$ cat config.mk
export PLATFORM = sky130hd
export DESIGN_NAME = charger_status_config_regs
export DESIGN_NICKNAME = d
export VERILOG_FILES = /design/src/shared/charger_regs_pkg.sv /design/src/hdl/charger_status_config_regs.sv
export SDC_FILE = /design/constraint.sdc
export NUM_CORES = 1
export LEC_CHECK = 0
export ABC_AREA = 0
export BUFFER_PORTS_ARGS = -buffer_cell sky130_fd_sc_hd__buf_4
export CORE_UTILIZATION = 55
export DETAILED_ROUTE_END_ITERATION = 12
export GPL_TIMING_DRIVEN = 0
export PLACE_DENSITY = 0.74
export SLEW_MARGIN = 20
export SYNTH_ARGS = -nofsm -noshare
export SYNTH_HDL_FRONTEND = slang
export SYNTH_SLANG_ARGS = --single-unit
$ cat constraint.sdc
create_clock -name ref_clk -period 6.1 [get_ports ref_clk]
set_clock_uncertainty 0.2 [all_clocks]
set_input_delay 0 -clock ref_clk [delete_from_list [all_inputs] [get_ports ref_clk]]
set_output_delay 0 -clock ref_clk [all_outputs]
set_load 0.1 [all_outputs]
$ cat src/shared/charger_regs_pkg.sv
// Overview of operation
// RQ1 - Status bits 7:6 report present charge phase
// RQ2 - Write-only ship bit requests storage mode, resets 0
// RQ3 - Reset and overcurrent flags clear when read
// RQ4 - Timer flag survives reads until pin toggle
// RQ5 - Status shows droop, chip-off level, switcher on
// RQ6 - Input overvoltage flag held while condition persists
// RQ7 - Undervoltage flag reports once per new event
// RQ8 - Battery lockout flag held while condition persists
// RQ9 - Mask bits suppress alert, never the reset output
// RQ10 - Fault phase without flags means input limit
// RQ11 - Thermistor enable bit, resets to one
// RQ12 - Thermistor zone code halves current or lowers voltage
// RQ13 - Thermistor absent flag stops charging
// RQ14 - Alert shows faults only, or faults plus charging
// RQ15 - Held faults clear only while deglitch clock runs
// RQ16 - Charge current from span bit and code
// RQ17 - Charge current clamps; all-ones selects resistor
// RQ18 - Host sets one-hot finish code before all-ones
// RQ19 - Fast charge bits disable charger, high impedance
// RQ20 - Finish current from span and code, clamped
// RQ21 - Finish cutoff enable, suppressed by other loops
// RQ22 - Battery target 3.6 V plus code, clamped
// RQ23 - Status register sits at address zero
// RQ24 - Undefined addresses read back all ones
// RQ25 - Unmasked fault rise pulses the alert pin
`default_nettype none
package charger_regs_pkg;
    // Register addresses
    localparam logic [7:0] REG_STATUS = 8'h00;
    localparam logic [7:0] REG_FAULT = 8'h01;
    localparam logic [7:0] REG_THERM = 8'h02;
    localparam logic [7:0] REG_FAST = 8'h03;
    localparam logic [7:0] REG_FINISH = 8'h04;
    localparam logic [7:0] REG_VBAT = 8'h05;
    localparam logic [7:0] REG_VOUT = 8'h06;
    localparam logic [7:0] UNMAPPED_VALUE = 8'hff;
    // Reset values
    localparam logic [3:0] RST_HIDE = 4'h0;
    localparam logic [7:0] RST_THERM = 8'h88;
    localparam logic [7:0] RST_FAST = 8'h14;
    localparam logic [7:0] RST_FINISH = 8'h0e;
    localparam logic [7:0] RST_VBAT = 8'h78;
    localparam logic [7:0] RST_VOUT = 8'h84;
    // Field positions
    localparam int SHIP_BIT = 5;
    localparam int THERM_ON_BIT = 7;
    localparam int ALERT_STATUS_BIT = 3;
    localparam int CE_BIT = 1;
    localparam int HZ_BIT = 0;
    localparam int CUTOFF_BIT = 1;
    // Codes
    localparam logic [1:0] PHASE_CHARGING = 2'h1;
    localparam logic [1:0] PHASE_FAULT = 2'h3;
    localparam logic [1:0] ZONE_STOP = 2'h1;
    localparam logic [1:0] ZONE_COOL = 2'h2;
    localparam logic [1:0] ZONE_WARM = 2'h3;
    localparam logic [4:0] CODE_EXTERNAL = 5'h1f;
    localparam logic [6:0] SLAVE_ADDR = 7'h6a;
    // Analog set-point arithmetic
    localparam int CHG_BASE0_MA = 5;
    localparam int CHG_STEP0_MA = 1;
    localparam int CHG_MAX0_MA = 35;
    localparam int CHG_BASE1_MA = 40;
    localparam int CHG_STEP1_MA = 10;
    localparam int CHG_MAX1_MA = 300;
    localparam int FIN_BASE0_UA = 500;
    localparam int FIN_STEP0_UA = 500;
    localparam int FIN_MAX0_UA = 5000;
    localparam int FIN_BASE1_UA = 6000;
    localparam int FIN_STEP1_UA = 1000;
    localparam int VBAT_BASE_MV = 3600;
    localparam int VBAT_STEP_MV = 10;
    localparam int VBAT_MAX_MV = 4650;
    localparam int WARM_DROP_MV = 140;
    localparam logic [4:0] ALERT_PULSE_CYCLES = 5'h10;
    // Serial engine states
    typedef enum logic [4:0] {
        ST_IDLE = 5'h01,
        ST_SHIFT = 5'h02,
        ST_ACK = 5'h04,
        ST_SEND = 5'h08,
        ST_RACK = 5'h10
    } link_state_t;
    // Fault conditions from the analog side
    typedef struct packed {
        logic wake;
        logic reset_cond;
        logic timer;
        logic overcurrent;
        logic lockout;
        logic under;
        logic over;
    } fault_events_t;
    // Status levels from the analog side
    typedef struct packed {
        logic [1:0] phase;
        logic input_droop_active;
        logic switcher_on_flag;
        logic [1:0] zone;
        logic absent;
        logic input_present;
        logic battery_only;
        logic other_loop;
    } analog_status_t;
endpackage
`default_nettype wire

$ cat src/hdl/charger_status_config_regs.sv
`timescale 1ns/1ps
`default_nettype none
module charger_status_config_regs
    import charger_regs_pkg::*;
(
    input wire logic ref_clk, // System clock
    input wire logic resetn, // Async reset, active low
    input wire logic scl_in, // Serial clock level
    input wire logic sda_in, // Serial data level
    output logic sda_out, // Serial data drive value
    output logic sda_oe_n, // Serial data drive enable, low drives
    output logic alert_out, // Alert drive value
    output logic alert_oe_n, // Alert drive enable, low drives
    input wire logic chip_off_pin, // Chip disable pin level
    input wire fault_events_t events, // Fault conditions
    input wire analog_status_t status, // Analog status levels
    output logic reset_request, // Reset output, never masked
    output logic storage_request, // Ship mode request
    output logic charger_disable, // Charger disable bit
    output logic high_impedance_request, // High impedance bit
    output logic charging_allowed, // Charging permitted
    output logic thermistor_monitor_on, // Thermistor monitor enable
    output logic use_charge_resistor, // Resistor sets charge current
    output logic [8:0] charge_ma, // Charge current in mA
    output logic [15:0] finish_ua, // Finish current in uA
    output logic finish_cutoff_on, // Current termination active
    output logic [12:0] battery_target_mv, // Regulation voltage in mV
    output logic [7:0] output_voltage_control, // Output voltage setting
    output logic input_current_cap // Inferred input limit fault
);
    // Serial engine
    link_state_t state; // Engine state
    logic scl_prev; // Previous clock level
    logic sda_prev; // Previous data level
    logic [3:0] bit_cnt; // Bits in current byte
    logic [1:0] byte_no; // Byte index, saturates at 2
    logic [7:0] shift_in; // Receive shift register
    logic [7:0] shift_out; // Transmit shift register
    logic [7:0] ptr; // Register pointer
    logic rw; // Read transfer
    logic nack; // Master refused more data
    logic scl_rise; // Clock rising
    logic scl_fall; // Clock falling
    logic start_seen; // Start condition
    logic stop_seen; // Stop condition
    logic rd_load; // Byte loaded for read
    logic wr_strobe; // Data byte written
    logic [7:0] rd_byte; // Read mux
    // Registers
    logic [3:0] hide_fault; // Fault masks 3:0
    logic [7:0] therm_ctrl; // Thermistor control bits
    logic [7:0] fast_ctrl; // Fast charge control
    logic [7:0] finish_ctrl; // Termination control
    logic [7:0] vbat_ctrl; // Battery voltage control
    // Flags
    logic reset_fault; // Reset fault flag
    logic timer_fault; // Safety timer flag
    logic input_over_flag; // Input overvoltage flag
    logic input_under_flag; // Input undervoltage flag
    logic battery_lockout_flag; // Battery lockout flag
    logic battery_overcurrent_flag; // Battery overcurrent flag
    fault_events_t ev_prev; // Previous conditions
    fault_events_t ev_rise; // Rising conditions
    logic chip_off_prev; // Previous chip-off level
    logic clear_ok; // Deglitch clock running
    logic [4:0] pulse_cnt; // Alert pulse timer
    logic fault_alert; // Unmasked fault rising

    assign scl_rise = scl_in & ~scl_prev;
    assign scl_fall = ~scl_in & scl_prev;
    assign start_seen = scl_in & scl_prev & sda_prev & ~sda_in;
    assign stop_seen = scl_in & scl_prev & ~sda_prev & sda_in;
    assign rd_load = scl_fall & (((state == ST_ACK) & rw) | ((state == ST_RACK) & ~nack));
    assign wr_strobe = scl_fall & (state == ST_SHIFT) & (bit_cnt == 4'h8) & (byte_no == 2'h2)
        & ~rw;
    assign sda_out = 1'b0;
    assign alert_out = 1'b0;
    assign ev_rise = events & ~ev_prev;
    assign clear_ok = status.input_present | (status.battery_only & (state != ST_IDLE)); // [RQ15]

    // Charge current decode with clamp
    function automatic logic [8:0] charge_f(input logic span, input logic [4:0] code);
        int v;
        begin
            v = span ? CHG_BASE1_MA + CHG_STEP1_MA * int'(code)
                : CHG_BASE0_MA + CHG_STEP0_MA * int'(code); // [RQ16]
            if (!span && v > CHG_MAX0_MA)
                v = CHG_MAX0_MA; // [RQ17]
            if (span && v > CHG_MAX1_MA)
                v = CHG_MAX1_MA; // [RQ17]
            return 9'(v);
        end
    endfunction

    // Finish current decode with clamp
    function automatic logic [15:0] finish_f(input logic span, input logic [4:0] code);
        int v;
        begin
            v = span ? FIN_BASE1_UA + FIN_STEP1_UA * int'(code)
                : FIN_BASE0_UA + FIN_STEP0_UA * int'(code); // [RQ20]
            if (!span && v > FIN_MAX0_UA)
                v = FIN_MAX0_UA; // [RQ20]
            return 16'(v);
        end
    endfunction

    // Battery target decode with clamp
    function automatic logic [12:0] vbat_f(input logic [6:0] code, input logic warm);
        int v;
        begin
            v = VBAT_BASE_MV + VBAT_STEP_MV * int'(code); // [RQ22]
            if (v > VBAT_MAX_MV)
                v = VBAT_MAX_MV; // [RQ22]
            if (warm)
                v = v - WARM_DROP_MV; // [RQ12]
            return 13'(v);
        end
    endfunction

    // Read multiplexer
    always_comb
    begin
        case (ptr)
            REG_STATUS: rd_byte = {status.phase, 1'b0, reset_fault, timer_fault, // [RQ1] [RQ23]
                status.input_droop_active, chip_off_pin, status.switcher_on_flag}; // [RQ5]
            REG_FAULT: rd_byte = {input_over_flag, input_under_flag, battery_lockout_flag,
                battery_overcurrent_flag, hide_fault};
            REG_THERM: rd_byte = {therm_ctrl[7], status.zone, status.absent, therm_ctrl[3:0]};
            REG_FAST: rd_byte = fast_ctrl;
            REG_FINISH: rd_byte = finish_ctrl;
            REG_VBAT: rd_byte = vbat_ctrl;
            REG_VOUT: rd_byte = output_voltage_control;
            default: rd_byte = UNMAPPED_VALUE; // [RQ24]
        endcase
    end

    // Line sampling for edge detection
    always_ff @(posedge ref_clk or negedge resetn)
    begin
        if (!resetn)
        begin
            scl_prev <= 1'b1;
            sda_prev <= 1'b1;
        end
        else
        begin
            scl_prev <= scl_in;
            sda_prev <= sda_in;
        end
    end

    // Serial slave engine
    always_ff @(posedge ref_clk or negedge resetn)
    begin
        if (!resetn)
        begin
            state <= ST_IDLE;
            bit_cnt <= 4'h0;
            byte_no <= 2'h0;
            shift_in <= 8'h00;
            shift_out <= 8'h00;
            ptr <= 8'h00;
            rw <= 1'b0;
            nack <= 1'b0;
            sda_oe_n <= 1'b1;
        end
        else if (start_seen)
        begin
            // Start or repeated start restarts the frame
            state <= ST_SHIFT;
            bit_cnt <= 4'h0;
            byte_no <= 2'h0;
            sda_oe_n <= 1'b1;
        end
        else if (stop_seen)
        begin
            state <= ST_IDLE;
            sda_oe_n <= 1'b1;
        end
        else
        begin
            case (state)
                ST_SHIFT:
                begin
                    if (scl_rise && bit_cnt != 4'h8)
                    begin
                        shift_in <= {shift_in[6:0], sda_in};
                        bit_cnt <= bit_cnt + 4'h1;
                    end
                    else if (scl_fall && bit_cnt == 4'h8)
                    begin
                        if (byte_no == 2'h0 && shift_in[7:1] != SLAVE_ADDR)
                            state <= ST_IDLE; // Not our address
                        else
                        begin
                            if (byte_no == 2'h0)
                                rw <= shift_in[0];
                            else if (byte_no == 2'h1)
                                ptr <= shift_in;
                            else
                                ptr <= ptr + 8'h01;
                            if (byte_no != 2'h2)
                                byte_no <= byte_no + 2'h1;
                            sda_oe_n <= 1'b0; // Acknowledge
                            state <= ST_ACK;
                        end
                    end
                end
                ST_ACK, ST_RACK:
                begin
                    if (scl_rise && state == ST_RACK)
                        nack <= sda_in;
                    else if (rd_load)
                    begin
                        shift_out <= {rd_byte[6:0], 1'b0};
                        sda_oe_n <= rd_byte[7];
                        bit_cnt <= 4'h1;
                        ptr <= ptr + 8'h01;
                        state <= ST_SEND;
                    end
                    else if (scl_fall)
                    begin
                        sda_oe_n <= 1'b1;
                        bit_cnt <= 4'h0;
                        state <= (state == ST_RACK) ? ST_IDLE : ST_SHIFT;
                    end
                end
                ST_SEND:
                begin
                    if (scl_fall)
                    begin
                        if (bit_cnt == 4'h8)
                        begin
                            sda_oe_n <= 1'b1;
                            state <= ST_RACK;
                        end
                        else
                        begin
                            sda_oe_n <= shift_out[7];
                            shift_out <= {shift_out[6:0], 1'b0};
                            bit_cnt <= bit_cnt + 4'h1;
                        end
                    end
                end
                default: state <= ST_IDLE;
            endcase
        end
    end

    // Host writable registers
    always_ff @(posedge ref_clk or negedge resetn)
    begin
        if (!resetn)
        begin
            storage_request <= 1'b0; // [RQ2]
            hide_fault <= RST_HIDE;
            therm_ctrl <= RST_THERM; // [RQ11]
            fast_ctrl <= RST_FAST;
            finish_ctrl <= RST_FINISH;
            vbat_ctrl <= RST_VBAT;
            output_voltage_control <= RST_VOUT;
        end
        else if (wr_strobe)
        begin
            case (ptr)
                REG_STATUS: storage_request <= shift_in[SHIP_BIT]; // [RQ2]
                REG_FAULT: hide_fault <= shift_in[3:0]; // [RQ9]
                REG_THERM: therm_ctrl <= {shift_in[7], 3'h0, shift_in[3:0]}; // [RQ11] [RQ14]
                REG_FAST: fast_ctrl <= shift_in; // [RQ19]
                REG_FINISH: finish_ctrl <= shift_in;
                REG_VBAT: vbat_ctrl <= shift_in;
                REG_VOUT: output_voltage_control <= shift_in;
                default: storage_request <= storage_request;
            endcase
        end
    end

    // Fault flags; a set in the clearing cycle wins
    always_ff @(posedge ref_clk or negedge resetn)
    begin
        if (!resetn)
        begin
            ev_prev <= '0;
            chip_off_prev <= 1'b0;
            reset_fault <= 1'b0;
            timer_fault <= 1'b0;
            input_over_flag <= 1'b0;
            input_under_flag <= 1'b0;
            battery_lockout_flag <= 1'b0;
            battery_overcurrent_flag <= 1'b0;
        end
        else
        begin
            ev_prev <= events;
            chip_off_prev <= chip_off_pin;
            // Read of status clears the reset flag
            if (ev_rise.reset_cond)
                reset_fault <= 1'b1; // [RQ3]
            else if (rd_load && ptr == REG_STATUS)
                reset_fault <= 1'b0; // [RQ3]
            // Timer flag ignores reads, cleared by pin toggle
            if (ev_rise.timer)
                timer_fault <= 1'b1; // [RQ4]
            else if (chip_off_pin != chip_off_prev)
                timer_fault <= 1'b0; // [RQ4]
            // Read of the fault register
            if (events.over)
                input_over_flag <= 1'b1; // [RQ6]
            else if (rd_load && ptr == REG_FAULT && clear_ok)
                input_over_flag <= 1'b0; // [RQ6] [RQ15]
            if (ev_rise.under)
                input_under_flag <= 1'b1; // [RQ7]
            else if (rd_load && ptr == REG_FAULT)
                input_under_flag <= 1'b0; // [RQ7]
            if (events.lockout)
                battery_lockout_flag <= 1'b1; // [RQ8]
            else if (rd_load && ptr == REG_FAULT && clear_ok)
                battery_lockout_flag <= 1'b0; // [RQ8] [RQ15]
            if (ev_rise.overcurrent)
                battery_overcurrent_flag <= 1'b1; // [RQ3]
            else if (rd_load && ptr == REG_FAULT)
                battery_overcurrent_flag <= 1'b0; // [RQ3]
        end
    end

    // Unmasked fault rise starts an alert pulse
    assign fault_alert = (ev_rise.over & ~hide_fault[3]) | (ev_rise.under & ~hide_fault[2])
        | (ev_rise.lockout & ~hide_fault[1]) | (ev_rise.overcurrent & ~hide_fault[0])
        | (ev_rise.wake & ~therm_ctrl[2]) | (ev_rise.reset_cond & ~therm_ctrl[1])
        | (ev_rise.timer & ~therm_ctrl[0]); // [RQ9] [RQ25]

    // Alert pin and unmasked reset output
    always_ff @(posedge ref_clk or negedge resetn)
    begin
        if (!resetn)
        begin
            pulse_cnt <= 5'h00;
            alert_oe_n <= 1'b1;
            reset_request <= 1'b0;
        end
        else
        begin
            if (fault_alert)
                pulse_cnt <= ALERT_PULSE_CYCLES; // [RQ25]
            else if (pulse_cnt != 5'h00)
                pulse_cnt <= pulse_cnt - 5'h01;
            alert_oe_n <= ~(fault_alert | (pulse_cnt > 5'h01)
                | (therm_ctrl[ALERT_STATUS_BIT] & status.phase == PHASE_CHARGING)); // [RQ14]
            reset_request <= events.reset_cond; // [RQ9]
        end
    end

    // Set-point decode and charge control outputs
    always_ff @(posedge ref_clk or negedge resetn)
    begin
        if (!resetn)
        begin
            charger_disable <= 1'b0;
            high_impedance_request <= 1'b0;
            charging_allowed <= 1'b0;
            thermistor_monitor_on <= 1'b1;
            use_charge_resistor <= 1'b0;
            charge_ma <= 9'h000;
            finish_ua <= 16'h0000;
            finish_cutoff_on <= 1'b0;
            battery_target_mv <= 13'h0000;
            input_current_cap <= 1'b0;
        end
        else
        begin
            charger_disable <= fast_ctrl[CE_BIT]; // [RQ19]
            high_impedance_request <= fast_ctrl[HZ_BIT]; // [RQ19]
            thermistor_monitor_on <= therm_ctrl[THERM_ON_BIT]; // [RQ11]
            charging_allowed <= ~fast_ctrl[CE_BIT] & ~fast_ctrl[HZ_BIT] // [RQ13] [RQ12]
                & ~(therm_ctrl[THERM_ON_BIT] & (status.absent | status.zone == ZONE_STOP));
            use_charge_resistor <= fast_ctrl[6:2] == CODE_EXTERNAL; // [RQ17]
            if (therm_ctrl[THERM_ON_BIT] && status.zone == ZONE_COOL)
                charge_ma <= charge_f(fast_ctrl[7], fast_ctrl[6:2]) >> 1; // [RQ12]
            else
                charge_ma <= charge_f(fast_ctrl[7], fast_ctrl[6:2]);
            finish_ua <= finish_f(finish_ctrl[7], finish_ctrl[6:2]);
            finish_cutoff_on <= finish_ctrl[CUTOFF_BIT] & ~status.other_loop
                & ~status.input_droop_active
                & ~(therm_ctrl[THERM_ON_BIT] & status.zone == ZONE_COOL); // [RQ21]
            battery_target_mv <= vbat_f(vbat_ctrl[7:1],
                therm_ctrl[THERM_ON_BIT] & status.zone == ZONE_WARM); // [RQ22]
            input_current_cap <= status.phase == PHASE_FAULT & ~input_over_flag
                & ~input_under_flag & ~battery_lockout_flag & ~battery_overcurrent_flag
                & ~reset_fault & ~timer_fault & status.zone == 2'h0 & ~status.absent; // [RQ10]
        end
    end

    property p_ship;
        @(posedge ref_clk) disable iff (!resetn)
        wr_strobe && ptr == REG_STATUS |=> storage_request == $past(shift_in[SHIP_BIT]);
    endproperty
    a_ship: assert property (p_ship) else $error("ship request not stored"); // [RQ2]

    property p_reset_set;
        @(posedge ref_clk) disable iff (!resetn)
        ev_rise.reset_cond |=> reset_fault;
    endproperty
    a_reset_set: assert property (p_reset_set) else $error("reset flag not set"); // [RQ3]

    property p_timer_hold;
        @(posedge ref_clk) disable iff (!resetn)
        timer_fault && chip_off_pin == chip_off_prev |=> timer_fault;
    endproperty
    a_timer_hold: assert property (p_timer_hold) else $error("timer flag lost"); // [RQ4]

    property p_over_hold;
        @(posedge ref_clk) disable iff (!resetn)
        events.over |=> input_over_flag;
    endproperty
    a_over_hold: assert property (p_over_hold) else $error("overvoltage flag lost"); // [RQ6]

    property p_lock_hold;
        @(posedge ref_clk) disable iff (!resetn)
        events.lockout |=> battery_lockout_flag;
    endproperty
    a_lock_hold: assert property (p_lock_hold) else $error("lockout flag lost"); // [RQ8]

    property p_alert;
        @(posedge ref_clk) disable iff (!resetn)
        ev_rise.overcurrent && !hide_fault[0] |=> !alert_oe_n [*8];
    endproperty
    a_alert: assert property (p_alert) else $error("alert pulse missing"); // [RQ25]

    property p_clamp;
        @(posedge ref_clk) disable iff (!resetn)
        ##1 charge_ma <= 9'(CHG_MAX1_MA) && battery_target_mv <= 13'(VBAT_MAX_MV);
    endproperty
    a_clamp: assert property (p_clamp) else $error("set point above clamp"); // [RQ17]

    property p_unmapped;
        @(posedge ref_clk) disable iff (!resetn)
        rd_load && ptr > REG_VOUT |=> sda_oe_n && shift_out == 8'hfe;
    endproperty
    a_unmapped: assert property (p_unmapped) else $error("unmapped read not ones"); // [RQ24]

    property p_input_current_cap;
        @(posedge ref_clk) disable iff (!resetn)
        input_current_cap |-> $past(status.phase) == PHASE_FAULT;
    endproperty
    a_input_current_cap: assert property (p_input_current_cap) else $error("input limit without fault"); // [RQ10]
endmodule
`default_nettype wire

After elaboration in Yosys (flattened, before gate mapping)
Cells that the tools add are included.
W data, S select, Z words.

storage, ports and cells
  output and inout bits = 59
  bits in registers = 147
  bits of input ports = 22

operators by class
  mux-type cells = 76
  reduce and logical (&&, ||, !) cells = 49
  eq/ne operators = 47
  $lt $le $gt $ge = 6
  bitwise gates (word level) = 83
  multiply operators = 4
  add/subtract/negate cells = 10

operator list
  kind                      count
  $mux W8                   11
  $gt A32 B10 Y1 const B    2
  $mux W32                  2
  $pmux W8 S7               1
  $mux W5                   11
  $and A1 B1 Y1             39
  $mux W16                  2
  $mux W4                   8
  $pmux W8 S2               2
  $not A1 Y1                31
  $ne A4 B4 Y1 const B      7
  $reduce_and A7 Y1         4
  $mux W9                   3
  $mux W13                  2
  $eq A8 B3 Y1 const B      3
  $mul A7 B5 Y12 const A    2
  $reduce_bool A2 Y1        12
  $ne A2 B2 Y1 const B      11
  $mux W1                   20
  $mux W10                  2
  $add A13 B15 Y16 const A  1
  $eq A8 B2 Y1 const B      2
  $gt A16 B13 Y1 const B    1
  $mux W2                   8
  other kinds (48)          88

Depth between registers and ports, before layout
Gate-level depths: netlist of run 1.

  depth in word-level cells = 12
  mapped depth = 16

Worst setup path after synthesis of run 1
No wires, ideal clock.

  path kind = register to register
  start point = reg finish_ctrl[4]
  end point = reg finish_ua[8]
  cell stages (with the launch flop) = 16
  setup slack = 1393 ps
  library setup time = 124 ps
  arrival = 4383 ps
  path through = dfrtp_1 > fa_1 > fa_1 > inv_1 > fa_1 > inv_1 > ha_1 > o21ai_0 > or2_2 > and2_1 > clkbuf_1 > or3b_1 > and3b_1 > o21ai_0 > a2bb2oi_2 > o31a_1

on the way
  cells in the longest elaborated chain, start to end = 6
  elaborated cells on any way between the ends = 8
  classes of those cells = 2 x add/sub; 2 x mul; 1 x order compare; 2 x mux; 1 x reduce/logical

RTL lines
  what                                                        line                                                                 source
  start, declared                                             charger_status_config_regs.sv:53                                     logic [7:0] finish_ctrl;
  start signal, assigned                                      charger_status_config_regs.sv:270                                    REG_FINISH: finish_ctrl <= shift_in;
  $mul A7 B5 Y12                                              charger_status_config_regs.sv:99, charger_status_config_regs.sv:100
  $add A13 B15 Y16 / $add A9 B14 Y15 (equally long branches)  charger_status_config_regs.sv:99, charger_status_config_regs.sv:100
  $mux W16 *                                                  charger_status_config_regs.sv:99                                     v = span ? FIN_BASE1_UA + FIN_STEP1_UA * int'(code)
  $gt A16 B13 Y1                                              charger_status_config_regs.sv:101                                    if (!span && v > FIN_MAX0_UA)
  $logic_and A1 B1 Y1                                         charger_status_config_regs.sv:101
  $mux W16 *                                                  charger_status_config_regs.sv:101
  end signal, assigned                                        charger_status_config_regs.sv:381                                    finish_ua <= finish_f(finish_ctrl[7], finish_ctrl[6:2]);
  end, declared                                               charger_status_config_regs.sv:25                                     output logic [15:0] finish_ua,

Mark *: on every way between the ends. The rest lies on a longest branch, timed or not.
A chain may end at the register's enable or synchronous reset.

Worst setup path in the final report of run 1
  start point = reg finish_ctrl[4]
  end point = reg finish_ua[10]

Same word-level chain as after synthesis.

==> results of run 1 <==
synth_stat cells, drive strengths merged, types with 9 or more instances:
| master | instances |
|---|---|
| buf | 11 |
| xnor2 | 21 |
| clkbuf | 27 |
| dfrtp | 124 |
| inv | 48 |
| nor3 | 23 |
| nand3 | 33 |
| and2 | 15 |
| ha | 57 |
| mux2 | 51 |
| nand2b | 9 |
| and3 | 10 |
| fa | 12 |
| a22oi | 13 |
| xor2 | 12 |
| or2 | 10 |
| dfstp | 19 |
| nor2 | 70 |
| a21oi | 55 |
| o21ai | 61 |
| nand4 | 9 |
| nand2 | 62 |
| nor2b | 10 |
| or3 | 10 |
| o22ai | 9 |
how the worst max path moves through the flow:
| stage | cells past startpoint | slack (ns) | endpoint | startpoint |
|---|---|---|---|---|
| after CTS | 14 | 0.87 | finish_ua[10]$_DFF_PN0_ | finish_ctrl[4]$_DFFE_PN0P_ |
| after floorplan | 15 | 1.39 | finish_ua[8]$_DFF_PN0_ | finish_ctrl[4]$_DFFE_PN0P_ |
| after global placement | 14 | 1.0 | finish_ua[10]$_DFF_PN0_ | finish_ctrl[4]$_DFFE_PN0P_ |
| after global routing | 13 | 0.39 | finish_ua[10]$_DFF_PN0_ | finish_ctrl[3]$_DFFE_PN1P_ |
| after detailed placement | 14 | 0.90 | finish_ua[10]$_DFF_PN0_ | finish_ctrl[4]$_DFFE_PN0P_ |
| final | 14 | 0.82 | finish_ua[10]$_DFF_PN0_ | finish_ctrl[4]$_DFFE_PN0P_ |
layout by cell type (no fill, tap or decap), types with 26 or more instances in the layout:
cell type                         n
sky130_fd_sc_hd__dlygate4sd3_1   26
sky130_fd_sc_hd__o21ai_0         60
sky130_fd_sc_hd__ha_1            57
sky130_fd_sc_hd__nand2_1         61
sky130_fd_sc_hd__mux2_2          50
sky130_fd_sc_hd__clkbuf_1        28
sky130_fd_sc_hd__nand3_1         33
sky130_fd_sc_hd__inv_1           48
sky130_fd_sc_hd__a21oi_1         54
sky130_fd_sc_hd__buf_4           79
sky130_fd_sc_hd__dfrtp_1        124
sky130_fd_sc_hd__nor2_1          68
layout make-up:
| class | instances | area [sq um] | share of cell area |
|---|---|---|---|
| Clock inverter | 13 | 186 | 0.0170 |
| Multi-Input combinational cell | 712 | 5230 | 0.478 |
| Buffer | 38 | 165 | 0.0151 |
| Clock buffer | 19 | 433 | 0.0396 |
| Sequential cell | 143 | 3600 | 0.329 |
| Timing Repair Buffer | 103 | 878 | 0.0802 |
| Tap cell | 216 | 270 | 0.0247 |
| Inverter | 48 | 180 | 0.0165 |
worst register-to-register path, cell delays in order, from the launching register on:
cell	delay (ns)
sky130_fd_sc_hd__dfrtp_1	0.49
sky130_fd_sc_hd__fa_1	0.61
sky130_fd_sc_hd__fa_1	0.53
sky130_fd_sc_hd__inv_1	0.06
sky130_fd_sc_hd__fa_1	0.50
sky130_fd_sc_hd__inv_1	0.04
sky130_fd_sc_hd__ha_1	0.33
sky130_fd_sc_hd__o21a_1	0.18
sky130_fd_sc_hd__o31a_1	0.12
sky130_fd_sc_hd__o221ai_1	0.22
sky130_fd_sc_hd__a21boi_1	0.53
sky130_fd_sc_hd__nand3_1	0.18
sky130_fd_sc_hd__nor4_1	0.53
sky130_fd_sc_hd__nor3_1	0.23
sky130_fd_sc_hd__o41ai_1	0.41
metal layers:
metal / track usage / part of all wire
met1: 0.373 / 0.45
met2: 0.448 / 0.47
met3: 0.0511 / 0.065
met4: 0.0899 / 0.018
met5: 0 / 0
report_power, final:
group          switching (mW)  leakage (nW)  internal, mW
registers              0.0157          1.79         0.967
clock network           0.423         0.303         0.688
logic                  0.0908          3.00        0.0570
through the flow:
stage           util  cells  total power, mW
3_3_place_gp   0.623   1232             1.13
4_1_cts        0.682   1292             2.25
5_1_grt        0.682   1292             2.31
2_1_floorplan      -    941             1.08
3_5_place_dp   0.626   1233             1.13
6_report       0.682   1292             2.24
state kept, by name, summed over array words and instances (netlist names), 7 cells and up:
signal and cells:
battery_target_mv 12, charge_ma 9, fast_ctrl 8, finish_ctrl 8, finish_ua 14, output_voltage_control 8
ptr 8, shift_in 8, shift_out 7, vbat_ctrl 8
logic make-up after synthesis:
logic type	count (synthesis)	share of synthesized area
and+or+nand+nor	300	0.173
other	1	0.000409
DFF	143	0.393
adders and majority gates	69	0.104
muxes	58	0.0707
xor gates and xnor gates	36	0.0391
buffers and inverters	86	0.0377
AOI/OAI and AO/OA	244	0.182
==> impl_metrics.prom, run 1 <==
# TYPE chip_impl_metric gauge
chip_impl_metric{name="number_of_antenna_violations_at_the_first_check_in_global_routing",unit=""} 0
chip_impl_metric{name="final.period_utilization",unit=""} 0.865
chip_impl_metric{name="postLayoutCellArea",unit="sq mm"} 0.0109
chip_impl_metric{name="ant_nets",unit=""} 0
chip_impl_metric{name="die_outline_area",unit="sq mm"} 0.0172
chip_impl_metric{name="hpwlAfterDp",unit="mm"} 15.9
chip_impl_metric{name="ys_warn_count",unit=""} 0
chip_impl_metric{name="grt.total_usage",unit=""} 0.276
chip_impl_metric{name="placedInstanceArea",unit="sq mm"} 0.0100
chip_impl_metric{name="holdBufCountCts",unit=""} 27
chip_impl_metric{name="max_freq",unit="MHz"} 190
chip_impl_metric{name="worst_case_register_to_register_setup_slack",unit="ns"} 0.82
chip_impl_metric{name="drt_iter0_drc",unit=""} 574
chip_impl_info{name="synth_largest_area_cell",value="sky130_fd_sc_hd__dfrtp_1"} 1
chip_impl_metric{name="setup_viol",unit=""} 0
chip_impl_metric{name="synth_sequential_area_ratio",unit=""} 0.393
chip_impl_info{name="unrepaired_setup_endpoints_after_global_routing",value="false"} 1
chip_impl_metric{name="worst-endpoint-arrival",unit="ns"} 5.39
chip_impl_metric{name="cts_buffers",unit=""} 17
chip_impl_metric{name="via_count_of_the_first_global_routing_pass",unit=""} 7097
chip_impl_metric{name="tightestPinTransition",unit="ns"} 1.14
chip_impl_info{name="hold_path.class",value="in2reg"} 1
chip_impl_metric{name="crit_fanout",unit=""} 8
chip_impl_metric{name="deepest_level_of_the_cts_h_tree",unit=""} 4
chip_impl_metric{name="die-height",unit="microns"} 131
chip_impl_info{name="result_of_the_run",value="finished clean"} 1
chip_impl_metric{name="fp.coreArea",unit="sq mm"} 0.0161
chip_impl_metric{name="core.rowCount",unit=""} 46
chip_impl_metric{name="layout-area-overhead-vs-synth",unit="%"} 19.5
chip_impl_info{name="reg2reg_from",value="finish_ctrl[4]$_DFFE_PN0P_"} 1
chip_impl_metric{name="worstSkewPairLatency",unit="ns"} 0.43
chip_impl_metric{name="leakage",unit="nW"} 5.10
chip_impl_metric{name="dieWidth",unit="microns"} 131
chip_impl_metric{name="hold_ws",unit="ns"} 0.0327
chip_impl_metric{name="ys_seq_elements",unit=""} 143
chip_impl_info{name="timing.critical_path.from_type",value="flip-flop"} 1
chip_impl_metric{name="cts_resized",unit=""} 0
chip_impl_metric{name="total_length_of_routed_wires",unit="mm"} 22.5
chip_impl_info{name="worst_hold_startpoint",value="events[4]"} 1
chip_impl_metric{name="filler_cell_count",unit=""} 1241
chip_impl_metric{name="remaining_drc_errors",unit=""} 0
chip_impl_metric{name="clock_edge_transition_at_the_registers_on_the_reported_setup_and_hold_paths",unit="ns"} 0.06
chip_impl_metric{name="postSynth.asyncResetShare",unit=""} 1.00
chip_impl_metric{name="route.detailed.wl_per_inst",unit="microns"} 17.4
chip_impl_metric{name="synthDistinctLibCells",unit=""} 92
chip_impl_info{name="path_cells",value="fa_1 -> fa_1 -> inv_1 -> fa_1 -> inv_1 -> ha_1 -> o21a_1 -> o31a_1 -> o221ai_1 -> a21boi_1 -> nand3_1 -> nor4_1 -> nor3_1 -> o41ai_1"} 1
chip_impl_metric{name="maximum_number_of_pins_on_one_net_before_global_route_repair",unit=""} 100
chip_impl_metric{name="dr.pass1.iters",unit=""} 8
chip_impl_metric{name="critical_path_required",unit="ns"} 6.21
chip_impl_metric{name="cts.sinks",unit=""} 143
chip_impl_metric{name="synth-edff-count",unit=""} 0
chip_impl_metric{name="place_congestion",unit=""} 0.923
chip_impl_info{name="cts_tree",value="yes"} 1
chip_impl_metric{name="pre_cts_setup_slack",unit="ns"} 0.900
chip_impl_info{name="min_to",value="ev_prev[4]$_DFF_PN0_"} 1
chip_impl_metric{name="global_route_wire_length_before_repair",unit="mm"} 36.1
chip_impl_metric{name="cap_violations",unit=""} 0
chip_impl_metric{name="io_pins",unit=""} 81
chip_impl_metric{name="grt_overflow",unit=""} 0
chip_impl_metric{name="synth_area",unit="sq mm"} 0.00916
chip_impl_info{name="top_family_by_delay_on_critical_path",value="adder cells"} 1
chip_impl_metric{name="antenna_cells",unit=""} 0
chip_impl_metric{name="cp.buffers_inverters",unit=""} 2
chip_impl_metric{name="fin_nets",unit=""} 1154
chip_impl_metric{name="final_hold_viol_count",unit=""} 0
chip_impl_info{name="ys_dominant_reg_cell",value="sky130_fd_sc_hd__dfrtp_1"} 1
chip_impl_metric{name="vdd.ir_drop.worst",unit="mV"} 0.195
chip_impl_metric{name="fraction_of_final_layout_cells_with_drive_strength_greater_than_1",unit=""} 0.199
chip_impl_metric{name="syn_inst",unit=""} 937
chip_impl_metric{name="io_buffer_count",unit=""} 75
chip_impl_metric{name="finalCriticalPeriod",unit="ns"} 5.28
chip_impl_metric{name="setup_ws",unit="ns"} 0.824
chip_impl_metric{name="p_per_area",unit="mW/mm^2"} 205
chip_impl_info{name="setup.worst_path.class",value="reg2reg"} 1
chip_impl_metric{name="initial_core_util",unit=""} 0.571
chip_impl_metric{name="num_vias",unit=""} 7641
chip_impl_metric{name="final_max_slew_viol_count",unit=""} 0
chip_impl_metric{name="rr_worst_depth",unit=""} 14
chip_impl_info{name="cp-end-kind",value="flip-flop"} 1
chip_impl_metric{name="synth_area_per_cell",unit="sq um"} 9.78
chip_impl_metric{name="tns",unit="ns"} 0
chip_impl_metric{name="cts_post_setup_buffers_inserted",unit=""} 0
chip_impl_metric{name="synth_top_cell_area_share",unit=""} 0.339
chip_impl_metric{name="hold-path-cell-count",unit=""} 2
chip_impl_metric{name="cts_buffer_depth",unit=""} 2
chip_impl_metric{name="routed_via_density",unit=""} 5.91
chip_impl_info{name="synthTopCellsByArea",value="sky130_fd_sc_hd__dfrtp_1 (34%), sky130_fd_sc_hd__ha_1 (7.8%), sky130_fd_sc_hd__mux2_2 (6.1%), sky130_fd_sc_hd__dfstp_2 (5.4%), sky130_fd_sc_hd__o21ai_0 (3.3%)"} 1
chip_impl_metric{name="crit_path_max_incr_delay",unit="ns"} 0.61
chip_impl_metric{name="slew_headroom",unit=""} 0.235
chip_impl_info{name="reg2reg_to",value="finish_ua[10]$_DFF_PN0_"} 1
chip_impl_info{name="clockRootBuffer",value="sky130_fd_sc_hd__clkbuf_16"} 1
chip_impl_info{name="cp_common_cell",value="sky130_fd_sc_hd__fa_1"} 1
chip_impl_info{name="worst_path_max_delay_cell",value="sky130_fd_sc_hd__fa_1"} 1
(Power assumes the default switching activity.)
==> run 2: changes to the inputs <==
--- a/config.mk
+++ b/config.mk
@@ -5,7 +5,7 @@
 export SDC_FILE = /design/constraint.sdc
 export NUM_CORES = 1
 export LEC_CHECK = 0
-export ABC_AREA = 0
+export ABC_AREA = 1
 export BUFFER_PORTS_ARGS = -buffer_cell sky130_fd_sc_hd__buf_4
 export CORE_UTILIZATION = 55
 export DETAILED_ROUTE_END_ITERATION = 12
==> run 2 against run 1 <==
  * Critical endpoint is now finish_ua[9]$_DFF_PN0_
  * Utilization down 0.64 points
  * Total power down 3.4%
  * Maximum frequency up 16%
  * Non-clock buffer count down 17
  * Combinational power up 20%
  * Largest power group unchanged
  * Global-route usage down 0.93 points
  * Via count up 3.7%
  * Synthesized cell count up 19%
  * Synthesized area down 2.0%
  * Clock power down 10%
==> impl_metrics.prom, run 2 <==
# TYPE chip_impl_metric gauge
chip_impl_metric{name="setup_viol",unit=""} 0
chip_impl_metric{name="route.met3.wl",unit="mm"} 1.23
chip_impl_metric{name="ant_nets",unit=""} 0
chip_impl_metric{name="grt.total_usage",unit=""} 0.266
chip_impl_metric{name="remaining_drc_errors",unit=""} 0
chip_impl_info{name="cp_common_cell",value="sky130_fd_sc_hd__nand3_1"} 1
chip_impl_info{name="top_family_by_delay_on_critical_path",value="adder cells"} 1
chip_impl_metric{name="synth_sequential_area_ratio",unit=""} 0.401
chip_impl_info{name="layout_commonest_cell",value="sky130_fd_sc_hd__nand2_1"} 1
chip_impl_info{name="reg_top3",value="finish_ua (14), battery_target_mv (12), charge_ma (9)"} 1
chip_impl_metric{name="multi_input_comb_area",unit="sq mm"} 0.00461
chip_impl_metric{name="cts_buffers",unit=""} 17
chip_impl_metric{name="pre_cts_setup_slack",unit="ns"} 1.52
chip_impl_metric{name="p_per_area",unit="mW/mm^2"} 202
chip_impl_metric{name="dr.pass1.iters",unit=""} 5
chip_impl_info{name="cts_tree",value="yes"} 1
chip_impl_metric{name="largest_register_ff_count",unit=""} 14
chip_impl_metric{name="antenna_cells",unit=""} 0
chip_impl_metric{name="synthDistinctLibCells",unit=""} 62
chip_impl_metric{name="dieWidth",unit="microns"} 130
chip_impl_metric{name="deepest_level_of_the_cts_h_tree",unit=""} 4
chip_impl_info{name="most-common-layout-cells",value="sky130_fd_sc_hd__nand2_1 (251), sky130_fd_sc_hd__inv_1 (170), sky130_fd_sc_hd__dfrtp_1 (124)"} 1
chip_impl_info{name="synth_largest_area_cell",value="sky130_fd_sc_hd__dfrtp_1"} 1
chip_impl_metric{name="syn_inst",unit=""} 1117
chip_impl_metric{name="p_sw_frac",unit=""} 0.252
chip_impl_metric{name="cp.buffers_inverters",unit=""} 2
chip_impl_metric{name="synth_area_per_cell",unit="sq um"} 8.04
chip_impl_info{name="synthMostInstantiatedCell",value="sky130_fd_sc_hd__nand2_1"} 1
chip_impl_metric{name="fraction_of_final_layout_cells_with_drive_strength_greater_than_1",unit=""} 0.151
chip_impl_metric{name="via_count_of_the_first_global_routing_pass",unit=""} 7319
chip_impl_info{name="hold_path.class",value="in2reg"} 1
chip_impl_metric{name="net-switching-power",unit="mW"} 0.545
chip_impl_metric{name="slew_headroom",unit=""} 0.270
chip_impl_info{name="top_reg_by_flops",value="finish_ua"} 1
chip_impl_metric{name="met2WireLength",unit="mm"} 10.3
chip_impl_metric{name="setup_ws",unit="ns"} 1.55
chip_impl_metric{name="cts_resized",unit=""} 0
chip_impl_metric{name="cts_post_setup_buffers_inserted",unit=""} 0
chip_impl_metric{name="detail_route.wirelength.met1",unit="mm"} 9.40
chip_impl_metric{name="ys_seq_elements",unit=""} 143
chip_impl_metric{name="drt_iter0_drc",unit=""} 579
chip_impl_metric{name="grt_overflow",unit=""} 0
chip_impl_metric{name="seqCellArea",unit="sq mm"} 0.00360
chip_impl_metric{name="cap_violations",unit=""} 0
chip_impl_metric{name="route.detailed.wl_per_inst",unit="microns"} 14.4
chip_impl_metric{name="p_seq_frac",unit=""} 0.458
chip_impl_metric{name="place_congestion",unit=""} 0.922
chip_impl_metric{name="number_of_antenna_violations_at_the_first_check_in_global_routing",unit=""} 0
chip_impl_info{name="path_cells",value="fa_1 -> fa_1 -> inv_1 -> fa_1 -> inv_1 -> ha_1 -> nand2_1 -> o21ai_2 -> nand2_1 -> o21ai_4 -> xor2_2 -> nor2_2 -> nand3_1 -> nand2_1 -> nand3_1 -> nand3_1 -> nor2_1 -> nand2_2 -> nand2_2 -> nand3_1"} 1
chip_impl_metric{name="num_vias",unit=""} 7927
chip_impl_metric{name="tightestPinTransition",unit="ns"} 1.09
chip_impl_metric{name="fp.coreArea",unit="sq mm"} 0.0159
chip_impl_metric{name="cts_buffer_depth",unit=""} 2
chip_impl_metric{name="final_max_slew_viol_count",unit=""} 0
chip_impl_metric{name="crit_path_max_incr_delay",unit="ns"} 0.59
chip_impl_info{name="worst_path_max_delay_cell",value="sky130_fd_sc_hd__fa_1"} 1
chip_impl_metric{name="die-height",unit="microns"} 130
chip_impl_metric{name="worstSkewPairLatency",unit="ns"} 0.43
chip_impl_info{name="timing.critical_path.from_type",value="flip-flop"} 1
chip_impl_metric{name="maximum_number_of_pins_on_one_net_before_global_route_repair",unit=""} 70
chip_impl_metric{name="total_length_of_routed_wires",unit="mm"} 21.2
chip_impl_info{name="ys_dominant_reg_cell",value="sky130_fd_sc_hd__dfrtp_1"} 1
chip_impl_metric{name="hpwlAfterDp",unit="mm"} 15.4
chip_impl_metric{name="routed_via_density",unit=""} 5.38
chip_impl_metric{name="core.rowCount",unit=""} 46
chip_impl_metric{name="final_cells",unit=""} 1474
chip_impl_metric{name="synth_top_cell_area_share",unit=""} 0.346
chip_impl_info{name="unrepaired_setup_endpoints_after_global_routing",value="false"} 1
chip_impl_metric{name="layout-area-overhead-vs-synth",unit="%"} 19.4
chip_impl_metric{name="finalCriticalPeriod",unit="ns"} 4.55
chip_impl_metric{name="final_hold_viol_count",unit=""} 0
chip_impl_metric{name="placedInstanceArea",unit="sq mm"} 0.00986
chip_impl_metric{name="filler_cell_count",unit=""} 1323
chip_impl_info{name="synthTopCellsByArea",value="sky130_fd_sc_hd__dfrtp_1 (35%), sky130_fd_sc_hd__nand2_1 (10%), sky130_fd_sc_hd__ha_1 (7.9%), sky130_fd_sc_hd__inv_1 (7.1%), sky130_fd_sc_hd__o21ai_0 (5.9%)"} 1
chip_impl_metric{name="initial_core_util",unit=""} 0.565
chip_impl_metric{name="synth_area",unit="sq mm"} 0.00898
chip_impl_metric{name="die_outline_area",unit="sq mm"} 0.0168
chip_impl_metric{name="global_route_wire_length_before_repair",unit="mm"} 34.9
chip_impl_info{name="top_signal_layer_used",value="met4"} 1
chip_impl_metric{name="final.period_utilization",unit=""} 0.747
chip_impl_info{name="setup.worst_path.class",value="reg2reg"} 1
chip_impl_metric{name="synth-edff-count",unit=""} 0
chip_impl_metric{name="worst-endpoint-arrival",unit="ns"} 4.66
chip_impl_metric{name="leakage",unit="nW"} 5.41
chip_impl_info{name="yosys-top-cells-count",value="sky130_fd_sc_hd__nand2_1 (251), sky130_fd_sc_hd__inv_1 (170), sky130_fd_sc_hd__dfrtp_1 (124)"} 1
chip_impl_metric{name="ys_warn_count",unit=""} 0
chip_impl_metric{name="tns",unit="ns"} 0
chip_impl_metric{name="placed_cells_incl_taps",unit=""} 1413
chip_impl_metric{name="power.clock.fraction",unit=""} 0.460
chip_impl_metric{name="io_pins",unit=""} 81
chip_impl_metric{name="critical_path_required",unit="ns"} 6.20
chip_impl_metric{name="clock_edge_transition_at_the_registers_on_the_reported_setup_and_hold_paths",unit="ns"} 0.06
chip_impl_metric{name="postSynth.asyncResetShare",unit=""} 1.00
chip_impl_metric{name="vdd.ir_drop.worst",unit="mV"} 0.338
chip_impl_metric{name="crit_fanout",unit=""} 8
chip_impl_metric{name="io_buffer_count",unit=""} 75
chip_impl_metric{name="fin_nets",unit=""} 1336
chip_impl_info{name="result_of_the_run",value="finished clean"} 1
chip_impl_metric{name="postLayoutCellArea",unit="sq mm"} 0.0107
chip_impl_info{name="clockRootBuffer",value="sky130_fd_sc_hd__clkbuf_16"} 1
chip_impl_info{name="cp-end-kind",value="flip-flop"} 1
chip_impl_metric{name="max_freq",unit="MHz"} 220
chip_impl_metric{name="power_report.internal_total",unit="mW"} 1.62
chip_impl_metric{name="cts.sinks",unit=""} 143
chip_impl_metric{name="comb_power_share",unit=""} 0.082
[run 2: changes by cell type in the layout (fill, tap and decap cells not counted), sizes merged, moves of 10 or more]
cell / previous run / this run
nand2: 62 / 261
inv: 52 / 182
o21ai: 61 / 113
mux2: 51 / 1
nand3: 33 / 74
a21oi: 55 / 33
clkbuf: 46 / 29
xnor2: 21 / 6
and2: 15 / 1
a22oi: 13 / 1
nor2b: 10 / 0
[run 2: power by group through the flow]
stage	sequential (mW)	clock (mW)	combinational [mW]
floorplan	1.02	0	0.0940
global placement	1.01	0	0.157
detailed placement	1.01	0	0.163
CTS	0.991	1.01	0.177
global route	0.994	1.04	0.198
finish	0.992	0.996	0.177
[run 2: what timing repair did]
action                     in CTS  in global routing
hold endpoints to repair      183                  0
setup endpoints to repair       0                  0
hold buffers                   29                  0
[run 2: final cells by class]
cell class | instances | share of cell area
sequential | 143 | 0.336
clock inverter | 12 | 0.0103
multi-input combinational | 777 | 0.430
timing repair buffer | 105 | 0.0828
inverter | 182 | 0.0637
clock buffer | 20 | 0.0426
tap | 216 | 0.0252
buffer | 19 | 0.00956
[run 2: layer usage]
metal  vias up  GRT usage
met2       244      0.442
met4         0     0.0855
met3        28     0.0492
met1      3716      0.354
li1       3939          -
met5         -          0
[run 2: kinds of logic after synthesis]
| kind of cell | Yosys count | synth area share |
|---|---|---|
| AO/OA/AOI/OAI | 203 | 0.135 |
| XOR/XNOR | 24 | 0.0259 |
| adder cells (fa/ha/maj) | 69 | 0.106 |
| buffers and inverters | 201 | 0.0875 |
| flip-flops | 143 | 0.401 |
| multiplexers | 3 | 0.00348 |
| other | 1 | 0.000418 |
| AND/OR/NAND/NOR | 473 | 0.240 |
[run 2: through the flow]
step                      utilization  total power, mW  hold WS (ns)
after detailed placement        0.621             1.17        -0.174
after global routing            0.675             2.23        0.0376
after CTS                       0.675             2.18        0.0211
after global placement          0.619             1.16       -0.0811
final                           0.675             2.16        0.0341
after floorplan                     -             1.11        -0.496
[run 2: path summary, 6_finish.rpt]
path,from,end,slack [ns],cells after the start
worst max-delay path,finish_ctrl[5]$_DFFE_PN0P_,finish_ua[9]$_DFF_PN0_,1.55,20
worst min-delay path,events[0],ev_prev[0]$_DFF_PN0_,0.03,2
worst max register to register,finish_ctrl[5]$_DFFE_PN0P_,finish_ua[9]$_DFF_PN0_,1.55,20
worst min register to register,therm_ctrl[7]$_DFFE_PN1P_,thermistor_monitor_on$_DFF_PN1_,0.19,0
max in group asynchronous,resetn,finish_ua[3]$_DFF_PN0_,3.76,4
min in group asynchronous,resetn,finish_ua[4]$_DFF_PN0_,0.49,3
